`config.mk`:
```
export PLATFORM = sky130hd
export DESIGN_NAME = annp_regs
export DESIGN_NICKNAME = d
export VERILOG_FILES = /design/src/logic/annp_pkg.sv /design/src/logic/annp_latch.sv /design/src/logic/annp_tdr_trig.sv /design/src/logic/annp_regs.sv
export SDC_FILE = /design/constraint.sdc
export NUM_CORES = 1
export LEC_CHECK = 0
export BUFFER_PORTS_ARGS = -buffer_cell sky130_fd_sc_hd__buf_2
export CORE_MARGIN = 2
export CORE_UTILIZATION = 32
export DETAILED_ROUTE_END_ITERATION = 10
export PLACE_DENSITY = 0.58
export SLEW_MARGIN = 15
export SYNTH_ARGS = -nofsm -noshare
export SYNTH_HDL_FRONTEND = slang
export SYNTH_SLANG_ARGS = --single-unit
export TNS_END_PERCENT = 1
```
`constraint.sdc`:
```
create_clock -name clk -period 3.8 [get_ports clk]
set_clock_uncertainty 0.15 [all_clocks]
set_input_delay 0.19 -clock clk [delete_from_list [all_inputs] [get_ports clk]]
set_output_delay 0.19 -clock clk [all_outputs]
set_load 0.01 [all_outputs]
```
`src/logic/annp_pkg.sv`:
```
package annp_pkg;

    // ------------------------------------------------------------
    // Register offsets
    // ------------------------------------------------------------
    localparam logic [4:0] ANNP_OFF_EXP = 5'h06;
    localparam logic [4:0] ANNP_OFF_NPTX = 5'h07;
    localparam logic [4:0] ANNP_OFF_NPRX = 5'h08;
    localparam logic [4:0] ANNP_OFF_CFG1 = 5'h09;

    // ------------------------------------------------------------
    // Reset values
    // ------------------------------------------------------------
    localparam logic [15:0] ANNP_RST_EXP = 16'h0064;
    localparam logic [15:0] ANNP_RST_NPTX = 16'h2001;
    localparam logic [15:0] ANNP_RST_NPRX = 16'h2001;
    localparam logic [15:0] ANNP_RST_CFG1 = 16'h0300;

    // ------------------------------------------------------------
    // Field positions
    // ------------------------------------------------------------
    localparam int ANNP_EXP_LOC_DEF = 6;
    localparam int ANNP_EXP_STORE = 5;
    localparam int ANNP_EXP_PDF = 4;
    localparam int ANNP_EXP_LP_NP = 3;
    localparam int ANNP_EXP_LOC_NP = 2;
    localparam int ANNP_EXP_PAGE = 1;
    localparam int ANNP_EXP_LP_AN = 0;
    localparam int ANNP_NP_MORE = 15;
    localparam int ANNP_NP_ACK = 14;
    localparam int ANNP_NP_MSG = 13;
    localparam int ANNP_NP_ACK2 = 12;
    localparam int ANNP_NP_TOG = 11;
    localparam int ANNP_NP_PAY_W = 11;
    localparam int ANNP_CFG_TM_LO = 13;
    localparam int ANNP_CFG_RF_EN = 12;
    localparam int ANNP_CFG_RF_VAL = 11;
    localparam int ANNP_CFG_PORT = 10;
    localparam int ANNP_CFG_GFD = 9;
    localparam int ANNP_CFG_GHD = 8;
    localparam int ANNP_CFG_TDR = 7;

    // Writable masks
    localparam logic [15:0] ANNP_NPTX_WMASK = 16'hb7ff;
    localparam logic [15:0] ANNP_CFG1_WMASK = 16'hff80;

    typedef enum logic [2:0] {
        ANNP_TM_NORMAL = 3'h0,
        ANNP_TM_WAVE = 3'h1,
        ANNP_TM_JIT_LEAD = 3'h2,
        ANNP_TM_JIT_FOLL = 3'h3,
        ANNP_TM_DIST = 3'h4,
        ANNP_TM_IDLES = 3'h5,
        ANNP_TM_0001 = 3'h6,
        ANNP_TM_PULSE63 = 3'h7
    } annp_test_mode_t;

    // Management access
    typedef struct packed {
        logic wr;
        logic rd;
        logic [4:0] addr;
        logic [15:0] wdata;
    } annp_mgmt_req_t;

    // Engine status toward registers
    typedef struct packed {
        logic pd_fault;
        logic page_rx;
        logic partner_np_capable;
        logic lp_an_able;
        logic [15:0] rx_page;
        logic page_tx;
        logic adv_toggle;
        logic lp_base_toggle;
        logic an_restart;
        logic link_down;
    } annp_eng_t;

    // Configuration toward the engine
    typedef struct packed {
        annp_test_mode_t test_mode;
        logic role_force_enable;
        logic role_force_value;
        logic multi_port;
        logic gig_full_duplex_offer;
        logic gig_half_duplex_offer;
        logic reflectometry_on_link_loss;
    } annp_cfg_t;

endpackage

```
`src/logic/annp_latch.sv`:
```
`timescale 1ns/1ps
`default_nettype none

// Latched-high status bit, set wins over read clear
module annp_latch (
    input wire logic clk, // Core clock
    input wire logic rst, // Sync reset
    input wire logic ce, // Clock enable
    input wire logic set, // Event pulse
    input wire logic clr, // Read of owning register
    output logic q // Latched level
);
    typedef struct packed {
        logic q_r;
    } annp_latch_st_t;

    annp_latch_st_t st_r;
    annp_latch_st_t st_nxt;

    always_comb begin
        st_nxt = st_r;
        if (set) begin
            st_nxt.q_r = 1'b1; // RL22
        end else if (clr) begin
            st_nxt.q_r = 1'b0;
        end
    end

    always_ff @(posedge clk) begin
        if (rst) begin
            st_r <= '0;
        end else if (ce) begin
            st_r <= st_nxt;
        end
    end

    assign q = st_r.q_r;
endmodule

`default_nettype wire

```
`src/logic/annp_tdr_trig.sv`:
```
`timescale 1ns/1ps
`default_nettype none

// One-pulse cable test start on link loss when enabled
module annp_tdr_trig (
    input wire logic clk, // Core clock
    input wire logic rst, // Sync reset
    input wire logic ce, // Clock enable
    input wire logic enable, // Auto-run enabled
    input wire logic link_down, // Link-down event pulse
    input wire logic tdr_busy, // Reflectometry running
    output logic tdr_start // Start pulse
);
    typedef struct packed {
        logic pend_r;
        logic start_r;
    } annp_tdr_st_t;

    annp_tdr_st_t st_r;
    annp_tdr_st_t st_nxt;

    // Pending held so a link loss during a run already in progress is not lost
    always_comb begin
        st_nxt = st_r;
        st_nxt.start_r = 1'b0;
        if (link_down && enable) begin
            st_nxt.pend_r = 1'b1; // RL20
        end else if (!enable) begin
            st_nxt.pend_r = 1'b0;
        end
        // Enable rechecked so clearing bit 7 drops a waiting run
        if (st_r.pend_r && enable && !tdr_busy) begin
            st_nxt.start_r = 1'b1; // RL20
            st_nxt.pend_r = link_down && enable;
        end
    end

    always_ff @(posedge clk) begin
        if (rst) begin
            st_r <= '0;
        end else if (ce) begin
            st_r <= st_nxt;
        end
    end

    assign tdr_start = st_r.start_r;
endmodule

`default_nettype wire

```
`src/logic/annp_regs.sv`:
```
`timescale 1ns/1ps
`default_nettype none

//------------------------------------------------------------------
// Function
// RL1 - Expansion bit 6 reads 1: bit 5 defines received next-page location
// RL2 - Expansion bit 5 reads 1: partner next pages land at offset 8
// RL3 - Expansion bit 4 latches parallel-detect fault, clears on read
// RL4 - Expansion bit 3 shows partner next-page ability, read-only
// RL5 - Expansion bit 2 reads 1: local device supports next pages
// RL6 - Expansion bit 1 latches new page received, clears on read
// RL7 - Expansion bit 0 shows partner auto-negotiation ability, read-only
// RL8 - Transmit bit 15 more-pages flag, sent in next transmitted page
// RL9 - Transmit bit 13 message/unformatted page select, resets to 1
// RL10 - Transmit bit 12 drives transmitted ACK2 bit
// RL11 - Transmit bit 11 read-only toggle, starts inverse of advert bit 11
// RL12 - Transmit bits 10:0 payload, resets to 1
// RL13 - Receive register read-only; bit 15 more-pages, bit 14 acknowledge
// RL14 - Receive bit 13 message page, bit 12 partner ACK2
// RL15 - Receive bit 11 partner toggle, starts inverse of partner base bit 11
// RL16 - Config bits 15:13 select test mode, 0 normal, 1..7 tests
// RL17 - Config bit 12 forces role from bit 11, else negotiated
// RL18 - Config bit 10 port type: 0 single-port, 1 multi-port
// RL19 - Config bits 9,8 gigabit full/half duplex offer, strap defaults
// RL20 - Config bit 7 runs reflectometry automatically after link down
// RL21 - Expansion register at offset 6, reset 0064h
// RL22 - Latched bits clear only on completed read; coincident event kept
//------------------------------------------------------------------
module annp_regs #(
    parameter logic STRAP_DEFAULT_EN = 1'b0 // Use strap pins at reset
) (
    input wire logic clk, // Core clock, 100 MHz
    input wire logic rst, // Sync reset, active high
    input wire logic ce, // Clock enable
    input wire annp_pkg::annp_mgmt_req_t req, // Management access
    output logic [15:0] rdata, // Read data, registered
    output logic rvalid, // Read data valid pulse
    input wire annp_pkg::annp_eng_t eng, // Negotiation engine status
    input wire logic strap_gig_fd, // Strap for full duplex offer
    input wire logic strap_gig_hd, // Strap for half duplex offer
    input wire logic tdr_busy, // Reflectometry running
    output logic tdr_start, // Reflectometry start pulse
    output logic [15:0] tx_page, // Next page to transmit
    output annp_pkg::annp_cfg_t cfg // Configuration to engine
);
    //--------------------------------------------------------------
    // State
    //--------------------------------------------------------------
    typedef struct packed {
        logic [15:0] nptx_r;
        logic [15:0] nprx_r;
        logic [15:0] cfg1_r;
        logic lp_np_r;
        logic lp_an_r;
        logic strap_done_r;
        logic [15:0] rdata_r;
        logic rvalid_r;
    } annp_regs_st_t;

    annp_regs_st_t st_r;
    annp_regs_st_t st_nxt;

    logic pdf_q;
    logic page_q;
    logic rd_exp;
    logic [15:0] exp_val;

    assign rd_exp = req.rd && (req.addr == annp_pkg::ANNP_OFF_EXP);

    //--------------------------------------------------------------
    // Latched status
    //--------------------------------------------------------------
    annp_latch u_pdf (
        .clk(clk),
        .rst(rst),
        .ce(ce),
        .set(eng.pd_fault), // RL3
        .clr(rd_exp), // RL3
        .q(pdf_q)
    );

    annp_latch u_page (
        .clk(clk),
        .rst(rst),
        .ce(ce),
        .set(eng.page_rx), // RL6
        .clr(rd_exp), // RL6
        .q(page_q)
    );

    annp_tdr_trig u_tdr (
        .clk(clk),
        .rst(rst),
        .ce(ce),
        .enable(st_r.cfg1_r[annp_pkg::ANNP_CFG_TDR]),
        .link_down(eng.link_down),
        .tdr_busy(tdr_busy),
        .tdr_start(tdr_start)
    );

    //--------------------------------------------------------------
    // Expansion status assembly
    //--------------------------------------------------------------
    always_comb begin
        exp_val = '0;
        exp_val[annp_pkg::ANNP_EXP_LOC_DEF] = 1'b1; // RL1
        exp_val[annp_pkg::ANNP_EXP_STORE] = 1'b1; // RL2
        exp_val[annp_pkg::ANNP_EXP_PDF] = pdf_q; // RL3
        exp_val[annp_pkg::ANNP_EXP_LP_NP] = st_r.lp_np_r; // RL4
        exp_val[annp_pkg::ANNP_EXP_LOC_NP] = 1'b1; // RL5
        exp_val[annp_pkg::ANNP_EXP_PAGE] = page_q; // RL6
        exp_val[annp_pkg::ANNP_EXP_LP_AN] = st_r.lp_an_r; // RL7
    end

    //--------------------------------------------------------------
    // Next state
    //--------------------------------------------------------------
    always_comb begin
        st_nxt = st_r;
        st_nxt.rvalid_r = 1'b0;
        st_nxt.lp_np_r = eng.partner_np_capable; // RL4
        st_nxt.lp_an_r = eng.lp_an_able; // RL7

        // Straps caught once after reset release, never under reset
        if (!st_r.strap_done_r) begin
            st_nxt.strap_done_r = 1'b1;
            if (STRAP_DEFAULT_EN) begin
                st_nxt.cfg1_r[annp_pkg::ANNP_CFG_GFD] = strap_gig_fd; // RL19
                st_nxt.cfg1_r[annp_pkg::ANNP_CFG_GHD] = strap_gig_hd; // RL19
            end
        end

        // Toggle seeds on restart; flipped here on each engine page_tx
        if (eng.an_restart) begin
            st_nxt.nptx_r[annp_pkg::ANNP_NP_TOG] = !eng.adv_toggle; // RL11
            st_nxt.nprx_r[annp_pkg::ANNP_NP_TOG] =
                !eng.lp_base_toggle; // RL15
        end else if (eng.page_tx) begin
            st_nxt.nptx_r[annp_pkg::ANNP_NP_TOG] =
                !st_r.nptx_r[annp_pkg::ANNP_NP_TOG]; // RL11
        end

        // Partner page captured whole; bit 11 follows partner
        if (eng.page_rx) begin
            st_nxt.nprx_r = eng.rx_page; // RL13 RL14 RL15
        end

        // Register writes; read-only bits masked out
        if (req.wr) begin
            if (req.addr == annp_pkg::ANNP_OFF_NPTX) begin
                st_nxt.nptx_r = (req.wdata & annp_pkg::ANNP_NPTX_WMASK) |
                    (st_nxt.nptx_r & ~annp_pkg::ANNP_NPTX_WMASK); // RL8 RL9
            end else if (req.addr == annp_pkg::ANNP_OFF_CFG1) begin
                st_nxt.cfg1_r = req.wdata & annp_pkg::ANNP_CFG1_WMASK;
            end
        end

        // Registered read return; unmapped offsets read zero
        if (req.rd) begin
            st_nxt.rvalid_r = 1'b1;
            if (req.addr == annp_pkg::ANNP_OFF_EXP) begin
                st_nxt.rdata_r = exp_val; // RL21
            end else if (req.addr == annp_pkg::ANNP_OFF_NPTX) begin
                st_nxt.rdata_r = st_r.nptx_r;
            end else if (req.addr == annp_pkg::ANNP_OFF_NPRX) begin
                st_nxt.rdata_r = st_r.nprx_r; // RL13
            end else if (req.addr == annp_pkg::ANNP_OFF_CFG1) begin
                st_nxt.rdata_r = st_r.cfg1_r;
            end else begin
                st_nxt.rdata_r = '0;
            end
        end
    end

    always_ff @(posedge clk) begin
        if (rst) begin
            st_r.nptx_r <= annp_pkg::ANNP_RST_NPTX; // RL9 RL12
            st_r.nprx_r <= annp_pkg::ANNP_RST_NPRX;
            st_r.cfg1_r <= annp_pkg::ANNP_RST_CFG1; // RL19
            st_r.lp_np_r <= 1'b0;
            st_r.lp_an_r <= 1'b0;
            st_r.strap_done_r <= 1'b0;
            st_r.rdata_r <= '0;
            st_r.rvalid_r <= 1'b0;
        end else if (ce) begin
            st_r <= st_nxt;
        end
    end

    //--------------------------------------------------------------
    // Outputs
    //--------------------------------------------------------------
    assign rdata = st_r.rdata_r;
    assign rvalid = st_r.rvalid_r;
    assign tx_page = st_r.nptx_r; // RL8 RL10 RL12

    always_comb begin
        cfg.test_mode = annp_pkg::annp_test_mode_t'(
            st_r.cfg1_r[annp_pkg::ANNP_CFG_TM_LO +: 3]); // RL16
        cfg.role_force_enable =
            st_r.cfg1_r[annp_pkg::ANNP_CFG_RF_EN]; // RL17
        cfg.role_force_value =
            st_r.cfg1_r[annp_pkg::ANNP_CFG_RF_VAL]; // RL17
        cfg.multi_port = st_r.cfg1_r[annp_pkg::ANNP_CFG_PORT]; // RL18
        cfg.gig_full_duplex_offer = st_r.cfg1_r[annp_pkg::ANNP_CFG_GFD];
        cfg.gig_half_duplex_offer = st_r.cfg1_r[annp_pkg::ANNP_CFG_GHD];
        cfg.reflectometry_on_link_loss =
            st_r.cfg1_r[annp_pkg::ANNP_CFG_TDR]; // RL20
    end
endmodule

`default_nettype wire

```
==> run_results.csv <==
group,metric,value,unit
status,status,"complete, no violations",
grt,grtUsageMet1,0.227,
synthesis,ys_seq_elements,63,
route,wl_per_cell,14.9,um
layout,fin_area,0.00368,mm2
timing,worst_slew_pin_slew,0.975,ns
layout,final_nets,481,
synthesis,netlist_instances,351,
worst_setup_path,path_cells,"buf_2 > or4b_1 > or4_1 > o221ai_1",
worst_setup_path,cp_top_family,"simple AND/OR/NAND/NOR gates",
layout,fin_util,0.420,
floorplanning,io_pins,97,
power_and_ir_drop,p_leak,0.00154,uW
cts,ctsRootBufferMaster,"clkbuf_8",
cts,htreeDepth,3,
timing,finalMaxSlewViolations,0,
route,ant_nets,0,
timing,clock.fmax,0.535,GHz
synthesis,synth_top_area_cell,"dfxtp_1",
floorplanning,rows,34,
grt,grt.met2_usage,0.260,
cts,clock_latency,0.33,ns
cts,cts_sinks,63,
worst_setup_path,startpoint_type,"input port",
grt,antenna_found_initial,0,
layout,layout_commonest_cell,"buf_2",
worst_setup_path,cpPeakStageDelay,0.70,ns
timing,slew_headroom,0.350,
flow_run,cap_viol_max_count,0,
layout,layout_common_cells,"93 x buf_2, 63 x dfxtp_1, 48 x nand2_1, 39 x a21oi_1, 35 x dlygate4sd3_1",
route,vias,2601,
synthesis,yosys_warnings,0,
route,drt_first_iter_violations,122,
layout,drive_gt1_frac,0.269,
floorplanning,die_x,99.4,um
route,firstDrtPassIters,4,
synthesis,syn_nets,405,
route,vias_per_cell,4.82,
worst_setup_path,critical-path-slowest-cell,"or4_1",
cts,cts_buffers,9,
worst_setup_path,worstPathArrival,1.97,ns
layout,area_growth_syn_to_layout,26.3,%
synthesis,synth_cell_type_count,38,
route,drc,0,
floorplanning,start_util,0.332,
layout,layoutNonFillerInstCount,540,
grt,grt_max_degree,53,
route,wl,8.04,mm
grt,grt-ovfl-total,0,
cts,cts_buffer_depth,2,
synthesis,synth_area_leaders,"dfxtp_1 43%, buf_4 11%, a21oi_1 6.9%",
synthesis,ys_seq_area_frac,0.433,
place,place_inst,489,
timing,setup_viol,0,
power_and_ir_drop,powerDensity,364,mW/mm2
place,gp_congestion,0.760,
synthesis,avgSynthCellArea,8.30,um2
cts,clk_pin_slew,0.07,ns
timing,hold_viol,0,
worst_setup_path,critPathBufInv,1,
timing,fin_crit_sh,0.492,
grt,grt_util_met3,0.0379,
place,port_buffers,93,
floorplanning,die_y,99.4,um
grt,grt_busiest_layer,"met2",
synthesis,netlist.area_leader.share,0.433,
grt,grt_usage,0.168,
timing,rsz0062_at_grt,"false",
power_and_ir_drop,ir_worst_vdd,0.122,mV
power_and_ir_drop,p_total,1340,uW
worst_setup_path,crit_type,"in -> reg",
place,dp_hpwl,5.66,mm
cts,cts_tree,"done",
layout,diodes,0,
cts,cts_repair_resize_count,0,
worst_hold_path,worstHoldPathType,"in -> reg",
timing,fin_crit,1.87,ns
grt,grt_pass1_vias,2578,
grt,grt_pass1_wl,13.1,mm
timing,setup-tns-final,0,ns
worst_setup_path,cp.required,3.90,ns
floorplanning,coreArea,0.00876,mm2
place,dpl_cell_area,0.00315,mm2
floorplanning,die_area,0.00988,mm2
worst_setup_path,cp-end-kind,"flop",
synthesis,syn_area,0.00291,mm2
worst_setup_path,crit_path_max_fanout,9,
## path summary, 6_finish.rpt
kind               start  slack (ns)  cells past startpoint           to
min               eng[4]        0.02                      4  tx_page[11]
max reg2reg  tx_page[10]        2.73                      2    rdata[10]
min reg2reg    rdata[14]        0.30                      2    rdata[14]
max              req[18]        1.93                      4     rdata[9]
## tightest hold or removal path, delay by kind of cell
family | cells | cell delay [ns]
and+or+nand+nor | 1 | 0.06
AOI/OAI and AO/OA | 2 | 0.12
buffers and inverters | 1 | 0.09
## routing by layer
layer,vias to the layer above,share of wire
met5,-,0
met4,0,0.016
met3,11,0.055
met2,70,0.45
met1,1180,0.48
li1,1340,-
## sequential cells by signal, summed over array words and instances, names as in the netlist
name / flops
cfg: 9
exp_val: 2
rdata: 16
rvalid: 1
st_r: 16
tx_page: 15
u_page.q: 1
u_pdf.q: 1
u_tdr.st_r: 1
u_tdr.tdr_start: 1
## timing repair
action                                  CTS  global route
hold buffers                             35             0
setup buffers                             0             0
hold endpoints to repair                 39             0
endpoints found under the setup margin    0             0
## cells in the mapped netlist
master      n
o221ai_1    8
nand4bb_1   1
a211oi_1    1
mux2i_1     4
nand2_1    48
a21oi_1    40
o31ai_1     2
nor4b_1     1
nand4b_1    1
a21o_1      3
buf_4      41
and3_1      5
clkbuf_1   24
nand3_1    21
buf_2       1
nand2b_1    6
o2bb2ai_1   4
conb_1      1
a221oi_1    1
a32o_1      7
nor2b_1     1
or4_1       1
or3_1       1
dfxtp_1    63
inv_1      11
and2_1      1
nor3b_1     2
and3b_1     1
a21bo_2     1
a22oi_1     8
nor4bb_1    2
or4b_1      1
a211o_1     4
nor2_1      6
o21ai_0    24
buf_1       1
o21ai_1     1
nand3b_1    2
## through the flow
stage / hold slack [ns] / setup WS (ns)
3_5_place_dp: 0.265 / 1.57
6_report: 0.0237 / 1.93
5_1_grt: 0.0228 / 1.78
2_1_floorplan: 0.164 / 1.95
4_1_cts: 0.00435 / 1.93
3_3_place_gp: 0.268 / 1.61
## cell families after synthesis
logic type	Yosys count	share of synthesized area
other cells	1	0.00129
compound gates	104	0.226
flops	63	0.433
buf+inv	78	0.154
mux	4	0.0137
simple gates	101	0.172
## power breakdown
group,switching [uW],internal (uW)
clock network,250,268
logic,72.8,66.9
registers,8.16,675
## cell type report
class                   count  area, um2
well taps                 108        135
multi-input cells         210       1220
clock buffers              12        155
clock inverters             4       20.0
inverters                  11       41.3
fillers                   910       5080
repair buffers            132        846
flip-flops and latches     63       1260
(Power assumes the default switching activity.)
